### src/design/uff_pkg.sv
// uff_pkg: constants, types and decode helpers for the serial port front end.
// assumes a single 20 MHz core clock; the host bus and line pins are asynchronous to it.
package uff_pkg;

   // ==========================================================
   // register addresses on the three address pins
   localparam logic [2:0] ADDR_DATA = 3'h0;
   localparam logic [2:0] ADDR_IER  = 3'h1;
   localparam logic [2:0] ADDR_FCR  = 3'h2;
   localparam logic [2:0] ADDR_LSR  = 3'h5;

   // ==========================================================
   // field positions and reset values
   localparam int          IER_RX      = 0;
   localparam int          IER_THR     = 1;
   localparam int          IER_LS      = 2;
   localparam int          IER_MS      = 3;
   localparam int          IER_SLEEP   = 4;
   localparam int          IER_XOFF    = 5;
   localparam int          IER_RTS     = 6;
   localparam int          IER_CTS     = 7;
   localparam int          FCR_EN      = 0;
   localparam int          FCR_RXRST   = 1;
   localparam int          FCR_TXRST   = 2;
   localparam int          FCR_DMA     = 3;
   localparam int          FCR_TRIG_LO = 6;
   localparam logic [7:0]  IER_RST     = 8'h00;
   localparam logic [1:0]  TRIG_RST    = 2'h0;

   // interrupt status codes, bits 5:0; bit 0 set means nothing pending
   localparam logic [5:0]  ISR_NONE    = 6'h01;
   localparam logic [5:0]  ISR_LS      = 6'h06;
   localparam logic [5:0]  ISR_RX      = 6'h04;
   localparam logic [5:0]  ISR_THR     = 6'h02;
   localparam logic [5:0]  ISR_MS      = 6'h00;
   localparam logic [5:0]  ISR_XOFF    = 6'h10;
   localparam logic [5:0]  ISR_CTSRTS  = 6'h20;

   // ==========================================================
   // timing
   localparam int CLK_HZ          = 20_000_000;
   localparam int BAUD_RATE       = 115_200;
   localparam int OVERSAMPLE      = 16;
   localparam int BAUD_DIV        = CLK_HZ / (OVERSAMPLE * BAUD_RATE);
   localparam int START_MID_TICKS = 7;
   localparam int FIFO_DEPTH      = 16;

   // ==========================================================
   // types
   typedef struct packed {
      logic       frame_err;
      logic [7:0] data;
   } uff_rx_char_s;

   typedef struct packed {
      logic       cs;
      logic       rd;
      logic       wr;
      logic [2:0] addr;
      logic [7:0] data;
   } uff_bus_s;

   // trigger code to byte count
   function automatic logic [4:0] uff_trig_level(input logic [1:0] code);
      case (code)
         2'h0:    uff_trig_level = 5'h01;
         2'h1:    uff_trig_level = 5'h04;
         2'h2:    uff_trig_level = 5'h08;
         default: uff_trig_level = 5'h0e;
      endcase
   endfunction

endpackage

### src/design/uff_fifo.sv
// uff_fifo: flip-flop FIFO with flush, used for both directions.
// assumes push is never given when full and pop never when empty.
`timescale 1ns/1ps
module uff_fifo
   import uff_pkg::*;
#(
   parameter int W     = 8,
   parameter int DEPTH = FIFO_DEPTH,
   parameter int AW    = $clog2(DEPTH),
   parameter int CW    = $clog2(DEPTH + 1)
)(
   input  wire logic          core_clk,
   input  wire logic          rst_b,
   input  wire logic          flush,
   input  wire logic          push,
   input  wire logic [W-1:0]  push_data,
   input  wire logic          pop,
   output logic      [W-1:0]  pop_data,
   output logic      [CW-1:0] count,
   output logic               full,
   output logic               empty
);

   typedef struct packed {
      logic [DEPTH-1:0][W-1:0] mem;
      logic [AW-1:0]           wp;
      logic [AW-1:0]           rp;
      logic [CW-1:0]           cnt;
   } uff_fifo_s;

   uff_fifo_s st_q;
   uff_fifo_s st_d;

   assign pop_data = st_q.mem[st_q.rp];
   assign count    = st_q.cnt;
   assign full     = (st_q.cnt == CW'(DEPTH));
   assign empty    = (st_q.cnt == '0);

   always_comb begin
      st_d = st_q;
      if (push) begin
         st_d.mem[st_q.wp] = push_data;
         st_d.wp           = (st_q.wp == AW'(DEPTH - 1)) ? '0 : st_q.wp + 1'b1;
      end
      if (pop) begin
         st_d.rp = (st_q.rp == AW'(DEPTH - 1)) ? '0 : st_q.rp + 1'b1;
      end
      st_d.cnt = st_q.cnt + CW'(push) - CW'(pop);
      // flush resets pointers and count only; storage contents are left stale
      if (flush) begin
         st_d.wp  = '0;
         st_d.rp  = '0;
         st_d.cnt = '0;
      end
   end

   always_ff @(posedge core_clk or negedge rst_b) begin
      if (!rst_b) begin
         st_q <= '0;
      end else begin
         st_q <= st_d;
      end
   end

endmodule

### src/design/uff_rx_shift.sv
// uff_rx_shift: receive shift stage with false-start rejection, 8 data bits, one stop.
// assumes rx_line is already synchronised and tick pulses at 16x the bit rate.
`timescale 1ns/1ps
module uff_rx_shift
   import uff_pkg::*;
(
   input  wire logic   core_clk,
   input  wire logic   rst_b,
   input  wire logic   tick,
   input  wire logic   rx_line,
   output logic        char_valid,
   output uff_rx_char_s char_out
);

   typedef enum logic [1:0] {
      RX_IDLE  = 2'b00,
      RX_START = 2'b01,
      RX_DATA  = 2'b10,
      RX_STOP  = 2'b11
   } uff_rx_state_e;

   typedef struct packed {
      uff_rx_state_e state;
      logic          prev;
      logic [3:0]    cnt;
      logic [2:0]    bits;
      logic [7:0]    sh;
      logic          valid;
      uff_rx_char_s  chr;
   } uff_rx_s;

   uff_rx_s st_q;
   uff_rx_s st_d;

   assign char_valid = st_q.valid;
   assign char_out   = st_q.chr;

   always_comb begin
      st_d       = st_q;
      st_d.prev  = rx_line;
      st_d.valid = 1'b0;
      case (st_q.state)
         RX_IDLE: begin
            if (st_q.prev && !rx_line) begin
               st_d.state = RX_START;
               st_d.cnt   = '0;
            end
         end
         RX_START: begin
            if (tick) begin
               st_d.cnt = st_q.cnt + 1'b1;
               // middle of the start bit: a glitch that has gone high is dropped
               if (st_q.cnt == 4'(START_MID_TICKS)) begin
                  st_d.state = rx_line ? RX_IDLE : RX_DATA;
                  st_d.cnt   = '0;
                  st_d.bits  = '0;
               end
            end
         end
         RX_DATA: begin
            if (tick) begin
               st_d.cnt = st_q.cnt + 1'b1;
               if (st_q.cnt == 4'hf) begin
                  st_d.sh   = {rx_line, st_q.sh[7:1]};
                  st_d.bits = st_q.bits + 1'b1;
                  if (st_q.bits == 3'h7) begin
                     st_d.state = RX_STOP;
                  end
               end
            end
         end
         RX_STOP: begin
            if (tick) begin
               st_d.cnt = st_q.cnt + 1'b1;
               if (st_q.cnt == 4'hf) begin
                  st_d.valid         = 1'b1;
                  st_d.chr.data      = st_q.sh;
                  st_d.chr.frame_err = !rx_line;
                  st_d.state         = RX_IDLE;
               end
            end
         end
         default: begin
            st_d.state = RX_IDLE;
         end
      endcase
   end

   always_ff @(posedge core_clk or negedge rst_b) begin
      if (!rst_b) begin
         st_q       <= '0;
         st_q.prev  <= 1'b1;
         st_q.state <= RX_IDLE;
      end else begin
         st_q <= st_d;
      end
   end

endmodule

### src/design/uff_front.sv
// uff_front: host bus front end of the serial port: holding FIFOs, interrupt enables,
// trigger levels, line status and the two ready-signalling modes.
// assumes an asynchronous strobed parallel bus; bus, rx and cts pins are synchronised before use, rts_req, xoff_seen and modem_change are not.
`timescale 1ns/1ps
module uff_front
   import uff_pkg::*;
#(
   parameter int BAUD_DIVISOR = BAUD_DIV,
   parameter int DEPTH        = FIFO_DEPTH
)(
   input  wire logic       core_clk,
   input  wire logic       rst_b,
   input  wire logic [2:0] addr_pin,
   input  wire logic       cs_b,
   input  wire logic       ior_b,
   input  wire logic       iow_b,
   input  wire logic [7:0] data_in,
   output logic      [7:0] data_out,
   output logic            data_oe_b,
   input  wire logic       rx_pin,
   output logic            tx_pin,
   input  wire logic       cts_b,
   input  wire logic       rts_req,
   output logic            rts_b,
   input  wire logic       xoff_seen,
   input  wire logic       modem_change,
   output logic            int_out,
   output logic            transmit_ready_out_b,
   output logic            receive_ready_out_b,
   output logic            sleep_mode
);

   localparam int CW = $clog2(DEPTH + 1);
   localparam int DW = $clog2(BAUD_DIVISOR + 1);

   // ==========================================================
   // state
   typedef struct packed {
      uff_bus_s   bus1;
      uff_bus_s   bus2;
      logic       rd_prev;
      logic       wr_prev;
      logic       rx1;
      logic       rx2;
      logic       cts1;
      logic       cts2;
      logic       cts_prev;
      logic       rts_pin;
      logic [7:0] interrupt_enable;
      logic       fifo_en;
      logic       dma_mode;
      logic [1:0] trig;
      logic [DW-1:0] div;
      logic       overrun;
      logic       data_err;
      logic       pend_cts;
      logic       pend_rts;
      logic       pend_xoff;
      logic       pend_ls;
      logic       receive_ready_out_act;
      logic [7:0] rdata;
      logic       tx_busy;
      logic [9:0] tx_sh;
      logic [3:0] tx_bits;
      logic [3:0] tx_cnt;
      logic       tx_line;
   } uff_front_s;

   uff_front_s st_q;
   uff_front_s st_d;

   // ==========================================================
   // datapath instances
   logic          tick;
   logic          rx_valid;
   uff_rx_char_s  rx_char;
   uff_rx_char_s  rx_head;
   logic [CW-1:0] rx_count;
   logic          rx_full;
   logic          rx_empty;
   logic [7:0]    tx_head;
   logic [CW-1:0] tx_count;
   logic          tx_full;
   logic          tx_empty;
   logic          rx_push;
   logic          rx_pop;
   logic          tx_push;
   logic          tx_pop;
   logic          rx_flush;
   logic          tx_flush;

   uff_rx_shift u_rx (
      .core_clk   (core_clk),
      .rst_b      (rst_b),
      .tick       (tick),
      .rx_line    (st_q.rx2),
      .char_valid (rx_valid),
      .char_out   (rx_char)
   );

   uff_fifo #(.W(9), .DEPTH(DEPTH)) u_rx_fifo (
      .core_clk  (core_clk),
      .rst_b     (rst_b),
      .flush     (rx_flush),
      .push      (rx_push),
      .push_data (rx_char),
      .pop       (rx_pop),
      .pop_data  (rx_head),
      .count     (rx_count),
      .full      (rx_full),
      .empty     (rx_empty)
   );

   uff_fifo #(.W(8), .DEPTH(DEPTH)) u_tx_fifo (
      .core_clk  (core_clk),
      .rst_b     (rst_b),
      .flush     (tx_flush),
      .push      (tx_push),
      .push_data (st_q.bus2.data),
      .pop       (tx_pop),
      .pop_data  (tx_head),
      .count     (tx_count),
      .full      (tx_full),
      .empty     (tx_empty)
   );

   // ==========================================================
   // decode and status
   logic          rd_edge;
   logic          wr_edge;
   logic          rx_cap_full;
   logic          tx_cap_full;
   logic          trig_hit;
   logic          fcr_wr;
   logic [CW-1:0] trig_cnt;
   logic [7:0]    line_status;
   logic [5:0]    isr_code;
   logic          int_rx;
   logic          int_thr;
   logic          int_ls;
   logic          int_ms;
   logic          int_xoff;
   logic          int_cr;

   assign rd_edge  = st_q.bus2.cs && st_q.bus2.rd && !st_q.rd_prev;
   assign wr_edge  = st_q.bus2.cs && st_q.bus2.wr && !st_q.wr_prev;
   assign tick     = (st_q.div == DW'(BAUD_DIVISOR - 1));
   assign trig_cnt = CW'(uff_trig_level(st_q.trig));
   // with FIFOs off each direction holds a single character
   assign rx_cap_full = st_q.fifo_en ? rx_full : !rx_empty;
   assign tx_cap_full = st_q.fifo_en ? tx_full : !tx_empty;
   assign trig_hit    = st_q.fifo_en ? (rx_count >= trig_cnt) : !rx_empty;
   assign fcr_wr      = wr_edge && (st_q.bus2.addr == ADDR_FCR) && st_q.bus2.data[FCR_EN];

   assign rx_push  = rx_valid && !rx_cap_full;
   assign rx_pop   = rd_edge && (st_q.bus2.addr == ADDR_DATA) && !rx_empty;
   assign tx_push  = wr_edge && (st_q.bus2.addr == ADDR_DATA) && !tx_cap_full;
   assign tx_pop   = !st_q.tx_busy && !tx_empty;
   assign rx_flush = fcr_wr && st_q.bus2.data[FCR_RXRST];
   assign tx_flush = fcr_wr && st_q.bus2.data[FCR_TXRST];

   // line status; parity and break are not checked by this receiver
   assign line_status[0] = !rx_empty;
   assign line_status[1] = st_q.overrun;
   assign line_status[2] = 1'b0;
   assign line_status[3] = !rx_empty && rx_head.frame_err;
   assign line_status[4] = 1'b0;
   assign line_status[5] = tx_empty;
   assign line_status[6] = tx_empty && !st_q.tx_busy;
   assign line_status[7] = st_q.data_err;

   assign int_ls   = st_q.interrupt_enable[IER_LS] && st_q.pend_ls;
   assign int_rx   = st_q.interrupt_enable[IER_RX] && trig_hit;
   // block mode raises the transmit source while any location is free
   assign int_thr  = st_q.interrupt_enable[IER_THR] && (st_q.dma_mode ? !tx_full : tx_empty);
   assign int_ms   = st_q.interrupt_enable[IER_MS] && modem_change;
   assign int_xoff = st_q.interrupt_enable[IER_XOFF] && st_q.pend_xoff;
   assign int_cr   = (st_q.interrupt_enable[IER_CTS] && st_q.pend_cts) || (st_q.interrupt_enable[IER_RTS] && st_q.pend_rts);

   always_comb begin
      if (int_ls) begin
         isr_code = ISR_LS;
      end else if (int_rx) begin
         isr_code = ISR_RX;
      end else if (int_thr) begin
         isr_code = ISR_THR;
      end else if (int_ms) begin
         isr_code = ISR_MS;
      end else if (int_xoff) begin
         isr_code = ISR_XOFF;
      end else if (int_cr) begin
         isr_code = ISR_CTSRTS;
      end else begin
         isr_code = ISR_NONE;
      end
   end

   assign int_out    = int_ls | int_rx | int_thr | int_ms | int_xoff | int_cr;
   assign sleep_mode = st_q.interrupt_enable[IER_SLEEP];
   assign data_out   = st_q.rdata;
   assign data_oe_b  = !(st_q.bus2.cs && st_q.bus2.rd);
   assign tx_pin     = st_q.tx_line;
   assign rts_b      = st_q.rts_pin;
   // mode 1 transmit ready is high only when full; mode 0 high once anything is loaded
   assign transmit_ready_out_b = (st_q.fifo_en && st_q.dma_mode) ? tx_full
                                                                 : !(tx_empty && !st_q.tx_busy);
   assign receive_ready_out_b  = (st_q.fifo_en && st_q.dma_mode) ? !st_q.receive_ready_out_act : rx_empty;

   // ==========================================================
   // next state
   always_comb begin
      st_d          = st_q;
      st_d.bus1     = '{cs: !cs_b, rd: !ior_b, wr: !iow_b, addr: addr_pin, data: data_in};
      st_d.bus2     = st_q.bus1;
      st_d.rd_prev  = st_q.bus2.cs && st_q.bus2.rd;
      st_d.wr_prev  = st_q.bus2.cs && st_q.bus2.wr;
      st_d.rx1      = rx_pin;
      st_d.rx2      = st_q.rx1;
      st_d.cts1     = cts_b;
      st_d.cts2     = st_q.cts1;
      st_d.cts_prev = st_q.cts2;
      st_d.rts_pin  = !rts_req;
      st_d.div      = tick ? '0 : st_q.div + 1'b1;

      // reads: clears happen first so a same-cycle event below still sets
      if (rd_edge) begin
         case (st_q.bus2.addr)
            ADDR_DATA: st_d.rdata = rx_empty ? 8'h00 : rx_head.data;
            ADDR_IER:  st_d.rdata = st_q.interrupt_enable;
            ADDR_FCR:  st_d.rdata = {st_q.fifo_en, st_q.fifo_en, isr_code};
            ADDR_LSR:  st_d.rdata = line_status;
            default:   st_d.rdata = 8'h00;
         endcase
         if (st_q.bus2.addr == ADDR_LSR) begin
            st_d.overrun  = 1'b0;
            st_d.data_err = 1'b0;
            st_d.pend_ls  = 1'b0;
         end
         if (st_q.bus2.addr == ADDR_FCR) begin
            // reading status retires only the source it reported
            if (isr_code == ISR_XOFF) begin
               st_d.pend_xoff = 1'b0;
            end
            if (isr_code == ISR_CTSRTS) begin
               st_d.pend_cts = 1'b0;
               st_d.pend_rts = 1'b0;
            end
         end
      end

      // writes
      if (wr_edge && (st_q.bus2.addr == ADDR_IER)) begin
         st_d.interrupt_enable = st_q.bus2.data;
      end
      if (wr_edge && (st_q.bus2.addr == ADDR_FCR)) begin
         st_d.fifo_en = st_q.bus2.data[FCR_EN];
         if (st_q.bus2.data[FCR_EN]) begin
            st_d.dma_mode = st_q.bus2.data[FCR_DMA];
            st_d.trig     = st_q.bus2.data[FCR_TRIG_LO +: 2];
         end
      end

      // events from the line and neighbouring logic
      if (st_q.cts2 && !st_q.cts_prev) begin
         st_d.pend_cts = 1'b1;
      end
      if (!rts_req && !st_q.rts_pin) begin
         st_d.pend_rts = 1'b1;
      end
      if (xoff_seen) begin
         st_d.pend_xoff = 1'b1;
      end
      if (rx_push) begin
         st_d.pend_ls = 1'b1;
         if (rx_char.frame_err) begin
            st_d.data_err = 1'b1;
         end
      end
      if (rx_valid && rx_cap_full) begin
         st_d.overrun = 1'b1;
      end

      // block-mode receive ready holds from trigger until the FIFO drains
      if (rx_count >= trig_cnt) begin
         st_d.receive_ready_out_act = 1'b1;
      end else if (rx_empty) begin
         st_d.receive_ready_out_act = 1'b0;
      end

      // transmit shift stage: start bit, 8 data bits, stop bit
      if (tx_pop) begin
         st_d.tx_busy = 1'b1;
         st_d.tx_sh   = {1'b1, tx_head, 1'b0};
         st_d.tx_bits = '0;
         st_d.tx_cnt  = '0;
      end else if (st_q.tx_busy && tick) begin
         st_d.tx_cnt = st_q.tx_cnt + 1'b1;
         if (st_q.tx_cnt == 4'hf) begin
            st_d.tx_sh   = {1'b1, st_q.tx_sh[9:1]};
            st_d.tx_bits = st_q.tx_bits + 1'b1;
            if (st_q.tx_bits == 4'h9) begin
               st_d.tx_busy = 1'b0;
            end
         end
      end
      st_d.tx_line = st_d.tx_busy ? st_d.tx_sh[0] : 1'b1;
   end

   always_ff @(posedge core_clk or negedge rst_b) begin
      if (!rst_b) begin
         st_q          <= '0;
         st_q.rx1      <= 1'b1;
         st_q.rx2      <= 1'b1;
         st_q.cts1     <= 1'b1;
         st_q.cts2     <= 1'b1;
         st_q.cts_prev <= 1'b1;
         st_q.rts_pin  <= 1'b1;
         st_q.interrupt_enable      <= IER_RST;
         st_q.trig     <= TRIG_RST;
         st_q.tx_line  <= 1'b1;
      end else begin
         st_q <= st_d;
      end
   end

endmodule

### config.mk
export PLATFORM = sky130hd
export DESIGN_NAME = uff_front
export DESIGN_NICKNAME = d
export VERILOG_FILES = /design/src/design/uff_pkg.sv /design/src/design/uff_fifo.sv /design/src/design/uff_rx_shift.sv /design/src/design/uff_front.sv
export SDC_FILE = /design/constraint.sdc
export NUM_CORES = 1
export LEC_CHECK = 0
export ABC_AREA = 1
export BUFFER_PORTS_ARGS = -buffer_cell sky130_fd_sc_hd__buf_2
export CORE_MARGIN = 10
export CORE_UTILIZATION = 25
export DETAILED_ROUTE_END_ITERATION = 7
export PLACE_DENSITY_LB_ADDON = 0.3
export SYNTH_ARGS = -nofsm -noshare
export SYNTH_HDL_FRONTEND = slang
export SYNTH_SLANG_ARGS = --single-unit
export TNS_END_PERCENT = 100
### constraint.sdc
create_clock -name core_clk -period 2.9 [get_ports core_clk]
set_input_delay 0.29 -clock core_clk [delete_from_list [all_inputs] [get_ports core_clk]]
set_output_delay 0.29 -clock core_clk [all_outputs]
set_load 0.1 [all_outputs]
==> results of run 1 <==
## cells by family (layout without fill, tap and decap cells)
family          count (synthesis)  count (layout)  share of synthesized area [%]
mux                             1               1                         0.0517
compound gates                497             497                           14.0
flops                         413             413                           53.4
buf+inv                       325             390                           7.58
fa+ha+maj                      34              34                           2.27
other cells                     0               2                              0
simple gates                 1012            1012                           22.3
xor+xnor                        8               8                          0.362
## stage by stage
stage | area [µm²] | utilization (%) | hold WS (ns) | power [mW]
after floorplan | 19400 | - | -0.00559 | 7.93
after global placement | 20600 | 26.7 | 0.334 | 8.77
after detailed placement | 20600 | 26.7 | 0.335 | 8.76
after CTS | 22500 | 29.2 | 0.286 | 15.6
after global routing | 22600 | 29.3 | 0.313 | 16.2
final | 22600 | 29.3 | 0.272 | 15.4
## area by class of cell
type | count | area share, %
clock buffer | 70 | 6.51
antenna | 2 | 0.0222
sequential | 413 | 45.9
clock inverter | 20 | 1.35
timing repair buffer | 89 | 3.34
tap | 1040 | 5.77
multi-input combinational | 1552 | 33.6
inverter | 211 | 3.53
## per-layer routing
layer  vias up  global-route usage, %  part of all wire (%)
met4         0                   3.24                   2.1
met2       270                   17.6                    42
li1       7448                      -                     -
met1      7194                   17.1                    51
met3        70                   1.86                   4.7
met5         -                      0                     0
## sequential cells by signal (all words and copies together) (netlist names), named ones only
register,flops
u_rx_fifo.st_q,152
u_tx_fifo.st_q,136
st_q,57
st_d,17
u_rx.st_q,17
u_rx.char_out,9
data_out,8
u_rx_fifo.count,5
u_tx_fifo.count,5
line_status,2
rts_b,1
sleep_mode,1
tx_pin,1
u_rx.char_valid,1
## worst min path at each step
| stage | to | cells past startpoint | slack [ns] |
|---|---|---|---|
| 2_1_floorplan | asynchronous set/reset pin | 0 | -0.006 |
| 3_3_place_gp | st_q[63] | 0 | 0.33 |
| 3_5_place_dp | st_q[59] | 0 | 0.33 |
| 4_1_cts | u_rx_fifo.st_q[95] | 2 | 0.29 |
| 5_1_grt | u_rx_fifo.st_q[95] | 2 | 0.31 |
| 6_report | u_rx_fifo.st_q[95] | 2 | 0.27 |
## repair_timing
item / 4_1_cts / 5_1_grt
hold buffers: 19 / 0
endpoints found under the hold margin: 80 / 0
setup endpoints to repair: 1 / 3
buffers inserted: 0 / 0
resized for setup: 1 / 7
## power by group
part / total (mW) / switching (mW) / internal [mW]
registers: 6.19 / 0.181 / 6.01
logic: 2.47 / 1.70 / 0.770
clock network: 6.71 / 2.57 / 4.14
## synth_stat cells (2+ instances only)
cell       instances
a22o_1             3
nand2_1          648
buf_1              5
o21ai_0          316
buf_6             22
nand3_1          120
buf_4             10
nand4_2            3
nand4_1            8
nor3_1             5
dfstp_2            8
inv_1            203
nor2_2             6
xor2_1             6
dfrtp_1          405
nand3_2            5
nor3_2             2
o21ai_1           79
buf_2             23
nand2_4            5
nor2_4             7
a21oi_1           20
o2111ai_1          2
o211ai_1          17
o22ai_1           21
nor2_1           170
ha_1              32
clkinv_1           6
nand3_4            7
xnor2_1            2
o21ai_2           30
o21a_1             2
fa_1               2
a31oi_1            3
nand2_2           19
clkbuf_1          53
or2_2              5
## worst reg2reg max path: cells and delay by family (launching register included)
family,cells,cell delay [ns]
compound gates,2,0.12
fa+ha+maj,4,1.01
simple gates,5,0.51
buf+inv,4,0.28
flops,1,0.40
xor+xnor,1,0.17
## placed cells by master (no fill, tap or decap), types with 5 or more instances in the layout
| cell type | synthesis | routed |
|---|---|---|
| a21oi_1 | 20 | 20 |
| buf_12 | 0 | 9 |
| buf_2 | 23 | 33 |
| buf_4 | 10 | 27 |
| bufinv_16 | 0 | 7 |
| clkbuf_1 | 53 | 7 |
| clkbuf_16 | 0 | 51 |
| clkbuf_8 | 0 | 12 |
| clkinv_1 | 6 | 7 |
| clkinv_2 | 0 | 9 |
| dfrtp_1 | 405 | 403 |
| dfstp_2 | 8 | 8 |
| dlygate4sd3_1 | 0 | 19 |
| ha_1 | 32 | 31 |
| inv_1 | 203 | 198 |
| inv_2 | 1 | 5 |
| nand2_1 | 648 | 647 |
| nand2_2 | 19 | 20 |
| nand2_4 | 5 | 5 |
| nand3_1 | 120 | 120 |
| nand3_4 | 7 | 8 |
| nand4_1 | 8 | 8 |
| nor2_1 | 170 | 170 |
| nor2_2 | 6 | 6 |
| nor2_4 | 7 | 7 |
| nor3_1 | 5 | 5 |
| o211ai_1 | 17 | 17 |
| o21ai_0 | 316 | 316 |
| o21ai_1 | 79 | 79 |
| o21ai_2 | 30 | 30 |
| o22ai_1 | 21 | 21 |
| or2_2 | 5 | 5 |
| xor2_1 | 6 | 6 |
==> results.json, run 1 <==
{
  "outcome": "complete, no violations",
  "viasPerCell": 4.41,
  "clock_latency_ns": 0.60,
  "grt_usage_pct": 11.7,
  "synth_edf_count": 0,
  "rsz0062_at_grt": "false",
  "yosys_warnings": 0,
  "clk_path_buf_depth": 3,
  "vias": 15000,
  "setup_tns_ns": 0,
  "ant_nets": 0,
  "reg2reg_to": "u_rx_fifo.count[4]",
  "fp.dieW_um": 298,
  "cts_tree": "done",
  "timing.final.crit_share_pct": 93.0,
  "chipHeight_um": 298,
  "path_cells": "ha_1 -> nand2_1 -> nor2_1 -> nor2_1 -> nand3_1 -> nand2_2 -> nand3_1 -> buf_4",
  "antenna_found_initial": 6,
  "synth_area_per_cell_um2": 8.46,
  "dp.cells": 3286,
  "rows": 102,
  "clock_skew_ns": 0.0273,
  "layout.nets": 2372,
  "grt_max_degree": 76,
  "critPathMaxStageDelay_ns": 0.41,
  "r2r_cells": 16,
  "route.detailed.drc": 0,
  "wl_per_cell_um": 15.3,
  "worstMarginPinSlew_ns": 0.919,
  "cp.required_ns": 2.61,
  "crit_fanout": 8,
  "crit_cells": 8,
  "slew_viol_final": 0,
  "maxCapViolCount": 0,
  "hold_viol": 0,
  "ys_types": 47,
  "first_global_vias": 14600,
  "reg2reg_slack_ns": 0.26,
  "critical_path_class": "flip-flop to output port",
  "htreeDepth": 2,
  "timing.fmax_ghz": 0.371,
  "globalplace.congestion": 0.786,
  "cp-start-kind": "flip-flop",
  "critPathSlowestCell": "dfrtp_1",
  "dieArea_mm2": 0.0890,
  "syn_inst": 2290,
  "hpwl_mm": 33.5,
  "ys_ff_latch": 413,
  "clkSinkCount": 413,
  "p_leak_nw": 10.5,
  "worst_slack_ns": 0.202,
  "grt_pass1_wl_mm": 85.0,
  "overflow": 0,
  "synth_ff_type": "dfrtp_1",
  "ys_seq_area_share_pct": 53.4,
  "arrival_ns": 2.41,
  "vdd_drop_max_v": 0.000449,
  "path_delay_family": "simple AND/OR/NAND/NOR gates",
  "drtIter0Drc": 1166,
  "rr_startpoint": "u_rx_fifo.count[2]",
  "num-fill-cells": 8395,
  "boundaryPins": 36,
  "setup_viol": 0,
  "crit_path_end_kind": "output port",
  "coreArea_mm2": 0.0771,
  "cp.buffers_inverters": 1,
  "final_cells": 3397,
  "yosys-top-cells-area": "dfrtp_1, nand2_1, o21ai_0",
  "syn_area_mm2": 0.0194,
  "pre_cts_ws_ns": 0.150,
  "worstSetupEndpoint": "int_out",
  "seq_area_mm2": 0.0103,
  "async_flop_share_pct": 100,
  "multiInputGateArea_mm2": 0.00758,
  "drt-total-wl_mm": 51.9,
  "synth_nets": 2345,
  "synth_top_area_share_pct": 52.3,
  "dr.pass1.iters": 5,
  "hold_path.class": "input port to asynchronous set/reset pin",
  "min_period_ns": 2.70,
  "io_buffers": 35,
  "cts_inserted_buffers": 50,
  "initial_core_util_pct": 25.1,
  "relSlewSlack_pct": 38.7,
  "root_buffer": "clkbuf_16",
  "area_growth_pct": 16.4,
  "path_clk_slew_ns": 0.06,
  "setup.worst_path.start": "u_rx_fifo.count[3]",
  "synth_area_leader_cell": "dfrtp_1",
  "drive_above_1_share_pct": 11.1,
  "power_density_mw_per_mm2": 682
}
Power figures use the tool's default switching activity.
==> run 2: changes to the inputs <==
--- a/config.mk
+++ b/config.mk
@@ -5,10 +5,9 @@
 export SDC_FILE = /design/constraint.sdc
 export NUM_CORES = 1
 export LEC_CHECK = 0
-export ABC_AREA = 1
 export BUFFER_PORTS_ARGS = -buffer_cell sky130_fd_sc_hd__buf_2
 export CORE_MARGIN = 10
-export CORE_UTILIZATION = 25
+export CORE_UTILIZATION = 57
 export DETAILED_ROUTE_END_ITERATION = 7
 export PLACE_DENSITY_LB_ADDON = 0.3
 export SYNTH_ARGS = -nofsm -noshare
==> run 2 against run 1 <==
Effect of this change:
- global-route usage grew 7.9 points
- worst hold slack gained 0.047 ns
- utilization grew 36 points
- critical path type is now flip-flop to flip-flop
==> results.json, run 2 <==
{
  "outcome": "complete, no violations",
  "synth_ff_type": "dfrtp_1",
  "syn_area_mm2": 0.0190,
  "drtIter0Drc": 871,
  "fp.dieW_um": 202,
  "final_cells": 1862,
  "dieArea_mm2": 0.0410,
  "vdd_drop_max_v": 0.000621,
  "cp.required_ns": 3.35,
  "initial_core_util_pct": 58.0,
  "route.met3.wl_mm": 2.09,
  "diodes": 0,
  "largest_reg_flops": 152,
  "globalplace.congestion": 0.838,
  "first_global_vias": 11700,
  "layout_commonest_cell": "dfrtp_1",
  "dr.pass1.iters": 5,
  "setup_viol": 0,
  "cp-start-kind": "flip-flop",
  "clock_latency_ns": 0.54,
  "ys_ff_latch": 413,
  "path_clk_slew_ns": 0.06,
  "timing.final.crit_share_pct": 97.8,
  "final_cell_mix": "dfrtp_1, mux2_2, nand2_1",
  "finalCoreUtilization_pct": 65.6,
  "synth_area_per_cell_um2": 14.3,
  "ys_seq_area_share_pct": 54.5,
  "relSlewSlack_pct": 45.3,
  "synth.top_cells.by_count": "dfrtp_1, mux2_2, nand2_1, mux4_2, clkbuf_1",
  "synth_area_leader_cell": "dfrtp_1",
  "dp.cells": 1764,
  "hpwl_mm": 25.4,
  "rr_startpoint": "u_tx_fifo.count[2]",
  "root_buffer": "clkbuf_16",
  "route.detailed.drc": 0,
  "clock_skew_ns": 0.0158,
  "drt-total-wl_mm": 39.6,
  "cts_inserted_buffers": 42,
  "vias": 11100,
  "arrival_ns": 3.29,
  "synth_top_area_share_pct": 53.4,
  "regMostFlops": "u_rx_fifo.st_q",
  "yosys-top-cells-area": "dfrtp_1, mux2_2, mux4_2",
  "hold_viol": 0,
  "rsz0062_at_grt": "true",
  "yosys_warnings": 0,
  "synth_nets": 1383,
  "reg2reg_slack_ns": 0.06,
  "drive_above_1_share_pct": 40.4,
  "wl_met2_mm": 18.0,
  "ant_nets": 0,
  "htreeDepth": 2,
  "hold_path.class": "input port to asynchronous set/reset pin",
  "ys_types": 73,
  "p_leak_nw": 10.3,
  "worst_slack_ns": 0.0633,
  "layout.nets": 1444,
  "clkSinkCount": 413,
  "p_total_mw": 13.3,
  "crit_fanout": 2,
  "grt_usage_pct": 19.6,
  "worstMarginPinSlew_ns": 0.820,
  "chipHeight_um": 202,
  "min_period_ns": 2.84,
  "crit_path_end_kind": "flip-flop",
  "grt_max_degree": 76,
  "coreArea_mm2": 0.0327,
  "maxCapViolCount": 0,
  "top_layer": "met4",
  "boundaryPins": 36,
  "area_growth_pct": 13.1,
  "reg_top3": "u_rx_fifo.st_q (152), u_tx_fifo.st_q (136), st_q (57)",
  "cts_tree": "done",
  "synth_edf_count": 0,
  "grt_pass1_wl_mm": 65.0,
  "antenna_found_initial": 0,
  "wl_met1_mm": 18.8,
  "viasPerCell": 5.96,
  "r2r_cells": 13,
  "clk_path_buf_depth": 3,
  "async_flop_share_pct": 100,
  "pre_cts_ws_ns": -0.0168,
  "synth_most_common_cell": "dfrtp_1",
  "critical_path_class": "flip-flop to flip-flop",
  "wl_per_cell_um": 21.3,
  "timing.fmax_ghz": 0.353,
  "slew_viol_final": 0,
  "holdWs_ns": 0.318,
  "rows": 66,
  "io_buffers": 35,
  "syn_inst": 1328,
  "reg2reg_to": "u_tx_fifo.count[4]",
  "power_density_mw_per_mm2": 620,
  "overflow": 0
}
## run 2: cell count changes after synthesis, moves of 103 or more
cell and delta:
nand2_1 -570, mux2_2 +293, o21ai_0 -287, inv_1 -166
nor2_1 -133, nand3_1 -103
## run 2: cell type report
cell class | count | area, µm²
Multi-Input combinational cell | 801 | 8270
Fill cell | 2326 | 11200
Timing Repair Buffer | 93 | 783
Sequential cell | 413 | 10300
Tap cell | 442 | 553
Clock buffer | 69 | 1310
Clock inverter | 6 | 66.3
Inverter | 38 | 143
## run 2: routing by layer
metal	vias to the layer above	global-route usage, %
li1	4979	-
met1	5807	28.6
met2	251	29.7
met3	55	3.65
met4	0	4.93
met5	-	0
## run 2: how the worst max path moves through the flow
stage	startpoint	endpoint
4_1_cts	u_tx_fifo.count[2]	u_tx_fifo.count[4]
6_report	u_tx_fifo.count[2]	u_tx_fifo.count[4]
5_1_grt	u_tx_fifo.count[2]	u_tx_fifo.count[4]
3_5_place_dp	u_tx_fifo.count[2]	u_tx_fifo.count[4]
3_3_place_gp	u_tx_fifo.count[3]	u_tx_fifo.count[4]
2_1_floorplan	u_tx_fifo.count[3]	u_tx_fifo.count[4]
## run 2: stage by stage
stage          TNS [ns]  instance area, µm²
2_1_floorplan         0               19000
3_3_place_gp          0               19800
3_5_place_dp    -0.0168               19800
4_1_cts               0               21400
5_1_grt        -0.00966               21500
6_report              0               21500
## run 2: cell families after synthesis
kind of cell / synth area share [%]
simple gates: 7.67
mux: 28.0
fa+ha+maj: 2.32
compound gates: 4.17
xor+xnor: 0.738
flops: 54.5
buf+inv: 2.56
## run 2: what timing repair did
action,CTS,global route
gates resized for setup,4,14
hold endpoints to repair,76,0
setup endpoints to repair,2,2
buffers inserted,0,4
hold buffers,19,0
pin swaps,0,6
## run 2: where the power goes
group / total, mW / leakage (nW) / switching [mW] / internal [mW]
Sequential: 6.28 / 5.58 / 0.254 / 6.02
Clock: 5.32 / 0.674 / 2.16 / 3.16
Combinational: 1.71 / 4.03 / 0.968 / 0.738
Total: 13.3 / 10.3 / 3.38 / 9.92
## run 2: worst max-delay path, stage by stage (launching register included)
cell and delay, ns:
dfrtp_1 0.40, inv_2 0.09, ha_4 0.13, or3b_4 0.39
o21ai_4 0.15, inv_2 0.07, ha_4 0.26, inv_2 0.03
ha_4 0.15, fa_2 0.38, a21oi_2 0.15, nor2_1 0.06
or3_1 0.38, a21oi_2 0.12
